--- config.mk ---
export PLATFORM = sky130hd
export DESIGN_NAME = acwzd_top
export DESIGN_NICKNAME = d
export VERILOG_FILES = /design/src/rtl/acwzd_pkg.sv /design/src/rtl/acwzd_top.sv
export VERILOG_INCLUDE_DIRS = /design/src /design/src/rtl
export SDC_FILE = /design/constraint.sdc
export NUM_CORES = 1
export LEC_CHECK = 0
export BUFFER_PORTS_ARGS = -buffer_cell sky130_fd_sc_hd__buf_2
export CAP_MARGIN = 0
export CORE_ASPECT_RATIO = 0.8
export CORE_MARGIN = 4
export CORE_UTILIZATION = 37
export CTS_CLUSTER_SIZE = 20
export DETAILED_ROUTE_END_ITERATION = 8
export PLACE_DENSITY_LB_ADDON = 0.1
export SLEW_MARGIN = 10
export SYNTH_ARGS = -nofsm -noshare
export SYNTH_HDL_FRONTEND = slang
export SYNTH_SLANG_ARGS = --single-unit
export TNS_END_PERCENT = 30
--- constraint.sdc ---
create_clock -name clk_sys -period 1.61 [get_ports clk_sys]
set_input_delay 0.322 -clock clk_sys [delete_from_list [all_inputs] [get_ports clk_sys]]
set_output_delay 0.322 -clock clk_sys [all_outputs]
set_load 0.05 [all_outputs]
--- src/rtl/acwzd_params.svh ---
/*
 constants for the config word zero decoder: field positions, reset values, codes.
 assumes inclusion by bare name from the package and the design file.
*/
`ifndef ACWZD_PARAMS_SVH
`define ACWZD_PARAMS_SVH
`define ACWZD_WORD_W        10
`define ACWZD_BUS_W         12
`define ACWZD_RESET_VAL     10'h020
`define ACWZD_SEL_WORD0     2'h0
`define ACWZD_BIT_REF       0
`define ACWZD_BIT_MODE      1
`define ACWZD_BIT_SLEEP     2
`define ACWZD_PICK_LO       3
`define ACWZD_PAIR_LO       5
`define ACWZD_BIT_SCAN      7
`define ACWZD_CHECK_LO      8
`define ACWZD_CNT_W         5
`define ACWZD_DATA_W        12
`endif

--- src/rtl/acwzd_pkg.sv ---
/*
 types for the config word zero decoder.
 assumes the params header sits beside it.
*/
`include "acwzd_params.svh"
`default_nettype none
package acwzd_pkg;
	typedef enum logic [1:0] {
		ACWZD_CHK_NORMAL = 2'h0,
		ACWZD_CHK_UPPER  = 2'h1,
		ACWZD_CHK_MID    = 2'h2,
		ACWZD_CHK_LOWER  = 2'h3
	} acwzd_check_type;
	typedef enum logic [2:0] {
		ACWZD_ST_IDLE = 3'h1,
		ACWZD_ST_HOLD = 3'h2,
		ACWZD_ST_CONV = 3'h4
	} acwzd_state_type;
endpackage
`default_nettype wire

--- src/rtl/acwzd_top.sv ---
/*
 decoder of configuration word zero plus conversion sequencing and ready flag.
 assumes host bus strobes and sample clock are async pins; conversion data
 is supplied by the analog core on the system clock.
*/
// What this block does
// - bit 0 selects internal or external reference
// - continuous mode: sample per falling clock edge
// - single mode: each pulse launches one sequence
// - single mode: falling edge holds all inputs, then converts
// - ready flag only once trigger met
// - bit 2 powers down, resets zero
// - config access still works while asleep
// - fifo reads still work while asleep
// - bits 3,4 channel pick, reset zero
// - bits 5,6 pair count, reset 1,0
// - bit 7 autoscan enable, reset zero
// - bits 8,9 test voltage select, reset zero
// - test mode keeps ready flag off
// - D0-D9 value, D10-D11 word select
// - trigger when fifo got trigger-level values
// - test code 00 normal,01 upper,10 mid,11 lower
`include "acwzd_params.svh"
`default_nettype none
module acwzd_top
	import acwzd_pkg::*;
(
	input  wire logic                      clk_sys,
	input  wire logic                      reset_n,
	input  wire logic                      write_strobe_n,
	input  wire logic [`ACWZD_BUS_W-1:0]   bus_data_in,
	input  wire logic                      sample_clock_in,
	input  wire logic [3:0]                trigger_level,
	input  wire logic                      fifo_read,
	output logic [`ACWZD_WORD_W-1:0]       converter_setup_word_zero,
	output logic                           ext_reference_sel,
	output logic                           sleep_ctl,
	output logic                           channel_hold,
	output logic                           convert_busy,
	output logic [1:0]                     check_voltage_sel,
	output logic                           fifo_write,
	output logic                           samples_ready_flag
);
	logic [1:0]                     rst_sync_r;
	logic                           rst_n_i;
	logic [2:0]                     wr_sync_r;
	logic [`ACWZD_BUS_W-1:0]        bus_s1_r;
	logic [`ACWZD_BUS_W-1:0]        bus_s2_r;
	logic [2:0]                     clk_sync_r;
	logic [`ACWZD_WORD_W-1:0]       word_r;
	logic [`ACWZD_WORD_W-1:0]       word_nxt;
	acwzd_state_type                state_r;
	acwzd_state_type                state_nxt;
	logic [1:0]                     seq_cnt_r;
	logic [1:0]                     seq_cnt_nxt;
	logic [`ACWZD_CNT_W-1:0]        fill_r;
	logic [`ACWZD_CNT_W-1:0]        fill_nxt;
	logic                           fwr_r;
	logic                           fwr_nxt;
	logic                           ready_r;
	logic                           ready_nxt;

	wire logic write_edge;
	wire logic word0_hit;
	wire logic sample_fall;
	wire logic single_mode;
	wire logic asleep;
	wire logic test_on;
	wire logic [1:0] seq_len;
	wire logic trig_met;

	// reset release through two flops
	always_ff @(posedge clk_sys or negedge reset_n) begin
		if (!reset_n) rst_sync_r <= 2'h0;
		else rst_sync_r <= {rst_sync_r[0], 1'b1};
	end
	assign rst_n_i = rst_sync_r[1];

	// pin synchronisers; stage 0 feeds only stage 1
	always_ff @(posedge clk_sys or negedge rst_n_i) begin
		if (!rst_n_i) begin
			wr_sync_r  <= 3'h7;
			clk_sync_r <= 3'h0;
			bus_s1_r   <= 12'h000;
			bus_s2_r   <= 12'h000;
		end else begin
			wr_sync_r  <= {wr_sync_r[1:0], write_strobe_n};
			clk_sync_r <= {clk_sync_r[1:0], sample_clock_in};
			bus_s1_r   <= bus_data_in;
			bus_s2_r   <= bus_s1_r;
		end
	end

	// rising edge of write strobe latches the word; decode runs while asleep too
	assign write_edge  = wr_sync_r[1] & ~wr_sync_r[2];
	assign word0_hit   = write_edge &
		(bus_s2_r[`ACWZD_BUS_W-1:`ACWZD_WORD_W] == `ACWZD_SEL_WORD0);
	assign word_nxt    = word0_hit ? bus_s2_r[`ACWZD_WORD_W-1:0] : word_r;

	assign single_mode = word_r[`ACWZD_BIT_MODE];
	assign asleep      = word_r[`ACWZD_BIT_SLEEP];
	assign test_on     = (check_voltage_sel != ACWZD_CHK_NORMAL);
	assign sample_fall = ~clk_sync_r[1] & clk_sync_r[2];

	// index of the last sample in a sequence (sample count minus one) from scan and pick fields
	assign seq_len = word_r[`ACWZD_BIT_SCAN] ?
		word_r[`ACWZD_PICK_LO +: 2] : 2'h0;

	// sequencer: in single mode hold all inputs on falling edge then convert in turn; continuous mode writes directly
	always_comb begin
		state_nxt   = state_r;
		seq_cnt_nxt = seq_cnt_r;
		fwr_nxt     = 1'b0;
		case (state_r)
			ACWZD_ST_IDLE: begin
				if (sample_fall && !asleep) begin
					if (single_mode) begin
						state_nxt   = ACWZD_ST_HOLD;
						seq_cnt_nxt = 2'h0;
					end else begin
						fwr_nxt = 1'b1;
					end
				end
			end
			ACWZD_ST_HOLD: begin
				state_nxt = ACWZD_ST_CONV;
			end
			ACWZD_ST_CONV: begin
				fwr_nxt = 1'b1;
				if (seq_cnt_r == seq_len) state_nxt = ACWZD_ST_IDLE;
				else seq_cnt_nxt = seq_cnt_r + 2'h1;
			end
			default: begin
				state_nxt = ACWZD_ST_IDLE;
			end
		endcase
	end

	// count new values since last trigger; reads stay legal while asleep
	assign trig_met = (fill_r >= {1'b0, trigger_level}) && (trigger_level != 4'h0);
	always_comb begin
		fill_nxt  = fill_r;
		ready_nxt = 1'b0;
		if (trig_met) begin
			fill_nxt  = fill_r - {1'b0, trigger_level};
			ready_nxt = ~test_on;
		end
		if (fwr_r) fill_nxt = fill_nxt + 5'h01;
		if (fifo_read && asleep) fill_nxt = fill_nxt;
	end

	always_ff @(posedge clk_sys or negedge rst_n_i) begin
		if (!rst_n_i) begin
			word_r    <= `ACWZD_RESET_VAL;
			state_r   <= ACWZD_ST_IDLE;
			seq_cnt_r <= 2'h0;
			fill_r    <= 5'h00;
			fwr_r     <= 1'b0;
			ready_r   <= 1'b0;
		end else begin
			word_r    <= word_nxt;
			state_r   <= state_nxt;
			seq_cnt_r <= seq_cnt_nxt;
			fill_r    <= fill_nxt;
			fwr_r     <= fwr_nxt;
			ready_r   <= ready_nxt;
		end
	end

	// registered outputs
	always_ff @(posedge clk_sys or negedge rst_n_i) begin
		if (!rst_n_i) begin
			converter_setup_word_zero <= `ACWZD_RESET_VAL;
			ext_reference_sel         <= 1'b0;
			sleep_ctl                 <= 1'b0;
			channel_hold              <= 1'b0;
			convert_busy              <= 1'b0;
			check_voltage_sel         <= 2'h0;
			fifo_write                <= 1'b0;
			samples_ready_flag        <= 1'b0;
		end else begin
			converter_setup_word_zero <= word_nxt;
			ext_reference_sel         <= word_nxt[`ACWZD_BIT_REF];
			sleep_ctl                 <= word_nxt[`ACWZD_BIT_SLEEP];
			channel_hold              <= (state_nxt != ACWZD_ST_IDLE);
			convert_busy              <= (state_nxt == ACWZD_ST_CONV);
			check_voltage_sel         <= word_nxt[`ACWZD_CHECK_LO +: 2];
			fifo_write                <= fwr_nxt;
			samples_ready_flag        <= ready_nxt;
		end
	end
endmodule
`default_nettype wire

==> results_dict.tcl, run 1 <==
set metrics [dict create \
    status "finished, violations left" \
    drv_cap 0 \
    rows 24 \
    path_max_fanout 3 \
    vias_per_cell 4.61 \
    drive_above_1_share_pct 51.6 \
    grt_start_max_net_pins 55 \
    startpoint "fill_r[1]" \
    cts_tree "built" \
    grt_pass1_wl_microns 6560 \
    final-hold-violation-count 0 \
    reg2regPathDepth 7 \
    dieArea_sq_um 7100 \
    hold_path_depth 1 \
    leakage_nw 1.28 \
    core_sq_um 5530 \
    power.total_mw 4.62 \
    drc 0 \
    dpl_cell_area_sq_um 2600 \
    synthFlopType "dfrtp_1" \
    drv_slew 0 \
    fin_skew_ns 0.00491 \
    io_pins 39 \
    num-nets-final 244 \
    final_cells 297 \
    violations "setup timing" \
    worst_ep_arrival_time_ns 2.14 \
    cts_buffers 5 \
    end_kind "flop" \
    post_drt_wl_per_cell_microns 13.1 \
    antenna_cells 0 \
    tns_ns -1.47 \
    syn_inst 153 \
    async_flop_share_pct 100 \
    grt_usage_pct 11.7 \
    clk_latency_ns 0.30 \
    grt_pass1_vias 1415 \
    gp_congestion 0.842 \
    dp_cells 284 \
    first_iter_violations 56 \
    clockBufferDepth 2 \
    die_h_microns 76.2 \
    hold_class "in2reg" \
    timing.final.crit_share_pct 121 \
    htreeDepth 2 \
    yosys_warnings 0 \
    start_kind "flop" \
    synth_seq_cells 56 \
    ys_seq_area_share_pct 65.5 \
    syn_nets 179 \
    place_hpwl_microns 2790 \
    worstHoldStart "write_strobe_n" \
    cts_root_buffer "clkbuf_8" \
    netlist_area_sq_um 2150 \
    rsz0062_at_grt "true" \
    cts.clk_slew.worst_paths_ns 0.10 \
    cts_sinks 56 \
    port_buffers 37 \
    reg2reg_from "fill_r[1]" \
    overflow 0 \
    vias 1368 \
    area_growth_pct 30.9 \
    finalInstanceArea_sq_um 2810 \
    antenna_found_initial 0 \
    fin_ws_ns -0.337 \
    ys_types 40 \
    path_class "reg2reg" \
    routed_wl_microns 3900 \
    fillCellCount 499 \
    ir_drop_mv 0.610 \
    finalSetupViolCount 6 \
    firstDrtPassIters 4 \
    fin_crit_ns 1.95 \
    synth_area_per_cell_sq_um 14.0 \
    ant_nets 0 \
    die_w_microns 93.2 \
    power_density_nw_per_um2 1640 \
    start_util_pct 38.9 \
    synth_edf_count 0 \
    cp.required_ns 1.80 \
    fmax_mhz 514 \
    place_ws_ns -0.443 \
]
## power by group
| part | switching (mW) | internal, mW | leakage, nW |
|---|---|---|---|
| registers | 0.142 | 1.60 | 0.661 |
| clock network | 0.434 | 0.470 | 0.0558 |
| logic | 1.09 | 0.884 | 0.564 |
## final timing paths
check,endpoint,slack [ns]
worst max register to register,fill_r[4],-0.34
min in group asynchronous,samples_ready_flag,0.25
max in group asynchronous,state_r[0],1.06
worst min register to register,samples_ready_flag,0.25
worst min-delay path,wr_sync_r[0],0.11
worst max-delay path,fill_r[4],-0.34
## kinds of logic (layout without fill, tap and decap cells)
group / count (synthesis) / count (layout) / share of synthesized area [%]
AOI/OAI and AO/OA: 26 / 26 / 9.78
xor gates and xnor gates: 7 / 7 / 2.85
adders and majority gates: 5 / 5 / 3.26
buffers and inverters: 14 / 80 / 3.14
DFF: 56 / 56 / 65.5
muxes: 13 / 13 / 6.81
other: 1 / 1 / 0.174
and+or+nand+nor: 31 / 31 / 8.50
## what timing repair did
item | in CTS | in global routing
gates resized for setup | 3 | 10
setup endpoints to repair | 6 | 10
setup buffers | 2 | 2
pin swaps | 3 | 4
endpoints found under the hold margin | 2 | 0
hold buffers | 1 | 0
## flip-flops by register name, summed over array words and instances (netlist names)
signal                     count
bus_s1_r                      12
convert_busy                   1
channel_hold                   1
bus_s2_r                      12
seq_cnt_r                      2
converter_setup_word_zero      9
rst_sync_r                     2
clk_sync_r                     3
samples_ready_flag             1
check_voltage_sel              1
fifo_write                     1
wr_sync_r                      3
state_r                        3
fill_r                         5
## routing by layer
metal	vias to the layer above	GRT usage, %	share of wire, %
li1	654	-	-
met1	677	15.2	43
met2	30	18.8	50
met3	7	3.36	4.9
met4	0	3.95	1.5
met5	-	0	0
## final cells by class
| cell class | instances | area (sq um) | share of cell area (%) |
|---|---|---|---|
| Clock buffer | 6 | 72.6 | 2.58 |
| Clock inverter | 2 | 38.8 | 1.38 |
| Inverter | 8 | 30.0 | 1.07 |
| Multi-Input combinational cell | 83 | 758 | 26.9 |
| Sequential cell | 56 | 1410 | 50.2 |
| Tap cell | 78 | 97.6 | 3.47 |
| Timing Repair Buffer | 64 | 403 | 14.3 |
## through the flow
| stage | util, % | hold WS, ns |
|---|---|---|
| 2_1_floorplan | - | 0.0264 |
| 3_3_place_gp | 47.0 | 0.107 |
| 3_5_place_dp | 47.0 | 0.108 |
| 4_1_cts | 49.7 | 0.0928 |
| 5_1_grt | 50.9 | 0.0812 |
| 6_report | 50.9 | 0.109 |
## cell usage after synthesis (all sizes together), types with 3 or more instances
| cell type | instances | area (sq um) |
|---|---|---|
| dfrtp | 51 | 1280 |
| xor2 | 4 | 35.0 |
| nand2 | 3 | 11.3 |
| inv | 8 | 30.0 |
| nor2 | 11 | 46.3 |
| dfstp | 5 | 131 |
| nand2b | 3 | 18.8 |
| ha | 4 | 50.1 |
| mux2i | 3 | 33.8 |
| mux2 | 10 | 113 |
| a21o | 4 | 31.3 |
| a21oi | 8 | 40.0 |
| o21ai | 4 | 20.0 |
| buf | 4 | 30.0 |
| xnor2 | 3 | 26.3 |
## cells in the final DEF (no fill, tap or decap), types with 3 or more instances in the layout
master    instances
buf_4            25
dfrtp_1          46
buf_2            37
a21o_1            3
dfrtp_2           5
nand2_1           3
inv_1             8
a21oi_1           5
nor2_2            3
xnor2_1           3
clkbuf_8          5
nor2_1            8
xor2_1            3
mux2_2           10
dfstp_2           5
a21oi_2           3
o21ai_0           3
## critical path: stages (launching register included)
cell       delay (ns)
dfrtp_1          0.43
ha_4             0.30
nand2b_4         0.06
a2111oi_4        0.42
o21bai_4         0.12
mux2i_2          0.23
o221ai_2         0.13
xnor2_1          0.14
No activity file was read; power rests on OpenSTA's default activity.
==> run 2, diff against run 1 <==
--- a/config.mk
+++ b/config.mk
@@ -6,6 +6,7 @@
 export SDC_FILE = /design/constraint.sdc
 export NUM_CORES = 1
 export LEC_CHECK = 0
+export ABC_AREA = 1
 export BUFFER_PORTS_ARGS = -buffer_cell sky130_fd_sc_hd__buf_2
 export CAP_MARGIN = 0
 export CORE_ASPECT_RATIO = 0.8
@@ -14,7 +15,7 @@
 export CTS_CLUSTER_SIZE = 20
 export DETAILED_ROUTE_END_ITERATION = 8
 export PLACE_DENSITY_LB_ADDON = 0.1
-export SLEW_MARGIN = 10
+export SLEW_MARGIN = 20
 export SYNTH_ARGS = -nofsm -noshare
 export SYNTH_HDL_FRONTEND = slang
 export SYNTH_SLANG_ARGS = --single-unit
==> run 2 against run 1 <==
Compared with the run above:
- the flow still finishes with violations (setup timing)
- synthesized cell count grew 23%
- non-clock buffer count shrank 9
- utilization shrank 2.2 points
- design area shrank 3.3%
- combinational power grew 4%
- hold slack lost 0.0074 ns
- sequential share of layout area grew 1.5 points
- largest cell class unchanged
==> results_dict.tcl, run 2 <==
set metrics [dict create \
    status "finished, violations left" \
    violations "setup timing" \
    final_cell_mix "50 x dfrtp_1, 37 x buf_2, 32 x nand2_1" \
    drive_above_1_share_pct 38.0 \
    ys_types 31 \
    synth_compound_area_share_pct 3.37 \
    vias_per_cell 4.23 \
    port_buffers 37 \
    end_kind "flop" \
    power_density_nw_per_um2 1670 \
    final_common_cell "dfrtp_1" \
    synth_most_common_cell "dfrtp_1" \
    syn_inst 188 \
    synthMuxAreaShare_pct 4.63 \
    fin_skew_ns 0.00846 \
    clockBufferDepth 2 \
    slowest_stage "dfrtp_1" \
    power.total_mw 4.55 \
    finalInstanceArea_sq_um 2720 \
    reg2reg_slack_ns -0.15 \
    start_util_pct 39.2 \
    core_sq_um 5590 \
    start_kind "flop" \
    synth_area_per_cell_sq_um 11.6 \
    synth_xor_area_share_pct 2.40 \
    finalSetupViolCount 5 \
    synth_top_family_by_area "simple AND/OR/NAND/NOR gates" \
    grt_usage_pct 10.5 \
    antenna_cells 0 \
    reg2regPathDepth 14 \
    synth_common_cells "51 x dfrtp_1, 33 x nand2_1, 19 x inv_1, 11 x nor2_1, 9 x mux2_1" \
    io_pins 39 \
    final_cells 323 \
    tightest_slew_ns 0.507 \
    synthAdderAreaFrac_pct 3.20 \
    drc 0 \
    fillCellCount 539 \
    clk_latency_ns 0.30 \
    cp_top_family "adder cells" \
    timing.rr.end "fill_r[4]" \
    drv_cap 0 \
    grt_start_max_net_pins 55 \
    cp.required_ns 1.82 \
    post_drt_wl_per_cell_microns 10.4 \
    fin_crit_ns 1.76 \
    cts_tree "built" \
    htreeDepth 2 \
    timing.final.crit_share_pct 110 \
    area_growth_pct 24.4 \
    critical_path_buf_inv_count 4 \
    synth_edf_count 0 \
    synth_top_area_share_pct 58.3 \
    relSlewSlack_pct 66.0 \
    die_h_microns 76.8 \
    dp_cells 314 \
    min_to "wr_sync_r[0]" \
    place_hpwl_microns 2490 \
    synthFlopType "dfrtp_1" \
    tns_ns -0.602 \
    vias 1366 \
    top_regs "bus_s1_r: 12 flops, bus_s2_r: 12 flops, converter_setup_word_zero: 9 flops" \
    drv_slew 0 \
    place_ws_ns -0.273 \
    path_class "reg2reg" \
    dieArea_sq_um 7220 \
    final-hold-violation-count 0 \
    ir_drop_mv 0.703 \
    rsz0062_at_grt "true" \
    overflow 0 \
    cts_sinks 56 \
    async_flop_share_pct 100 \
    firstDrtPassIters 4 \
    num-nets-final 270 \
    grt_pass1_wl_microns 5950 \
    crit_top_cell "nand2_1" \
    routed_wl_microns 3370 \
    rows 24 \
    fin_ws_ns -0.154 \
    syn_nets 214 \
    slowest_delay_ns 0.40 \
    fmax_mhz 567 \
    first_iter_violations 43 \
    path_max_fanout 2 \
    grt_pass1_vias 1316 \
    yosys_warnings 0 \
    ys_seq_area_share_pct 64.3 \
    netlist_top_cells_area "dfrtp_1 58%, dfstp_2 6.0%, nand2_1 5.7%" \
    synth_seq_cells 56 \
    gp_congestion 0.781 \
    netlist_area_sq_um 2190 \
    cts.clk_slew.worst_paths_ns 0.10 \
    cp_cell_sequence "inv_2 > ha_4 > inv_2 > fa_2 > nand2_1 > inv_2 > nor2_2 > o21ai_1 > xor2_1 > nand2_1 > o21ai_2 > inv_1 > nand2_1 > nand2_1" \
    worstHoldStart "write_strobe_n" \
    cts_setup_buffers 0 \
    antenna_found_initial 0 \
    hold_class "in2reg" \
    hold_path_depth 1 \
    cts_buffers 5 \
    leakage_nw 1.33 \
    dpl_cell_area_sq_um 2580 \
    reg2reg_from "fill_r[0]" \
    yosys.area_share.simple_pct 16.1 \
    worst_ep_arrival_time_ns 1.97 \
    cts_root_buffer "clkbuf_8" \
    ant_nets 0 \
    yosysTopAreaCell "dfrtp_1" \
    die_w_microns 94.0 \
]
## run 2: through the flow
step / hold slack (ns) / util [%]
floorplan: 0.0264 / -
global placement: 0.109 / 46.2
detailed placement: 0.111 / 46.2
CTS: 0.0822 / 48.6
global route: 0.0779 / 48.7
finish: 0.102 / 48.7
## run 2: cell families (layout without fill, tap and decap cells)
family	Yosys count	in the layout
AO/OA/AOI/OAI	13	13
XOR/XNOR	6	6
multiplexers	9	9
buffers and inverters	27	84
adder cells (fa/ha/maj)	5	5
other	1	1
flip-flops	56	56
AND/OR/NAND/NOR	71	71
## run 2: worst max path at each step
| stage | startpoint | end | depth (start not counted) |
|---|---|---|---|
| 4_1_cts | fill_r[0] | fill_r[4] | 14 |
| 3_5_place_dp | trigger_level[2] | fill_r[4] | 15 |
| 2_1_floorplan | fill_r[1] | fill_r[2] | 11 |
| 6_report | fill_r[0] | fill_r[4] | 14 |
| 5_1_grt | fill_r[2] | fill_r[4] | 13 |
| 3_3_place_gp | trigger_level[0] | fill_r[4] | 14 |
## run 2: area by class of cell
type,count,area (sq um),share of cell area (%)
flip-flops and latches,56,1410,51.8
multi-input cells,105,709,26.1
repair buffers,55,335,12.3
well taps,78,97.6,3.59
inverters,21,78.8,2.90
clock buffers,5,68.8,2.53
clock inverters,3,22.5,0.828
## run 2: repair_timing
action | 4_1_cts | 5_1_grt
endpoints found under the hold margin | 2 | 0
hold buffers | 1 | 0
pin swaps | 0 | 2
endpoints found under the setup margin | 6 | 6
gates resized for setup | 7 | 4
## run 2: routing by layer
metal / vias up / global-route usage (%) / wire, microns / part of all wire [%]
met4: 0 / 4.33 / 36 / 1.1
met3: 4 / 3.72 / 181 / 5.4
met5: - / 0 / 0 / 0
met1: 641 / 13.6 / 1600 / 47
met2: 25 / 16.1 / 1550 / 46
li1: 696 / - / - / -
## run 2: where the power goes
group,total [mW],switching (mW),leakage (nW),internal (mW)
clock,0.760,0.447,0.0485,0.312
combinational,2.04,1.26,0.617,0.777
sequential,1.75,0.124,0.663,1.63
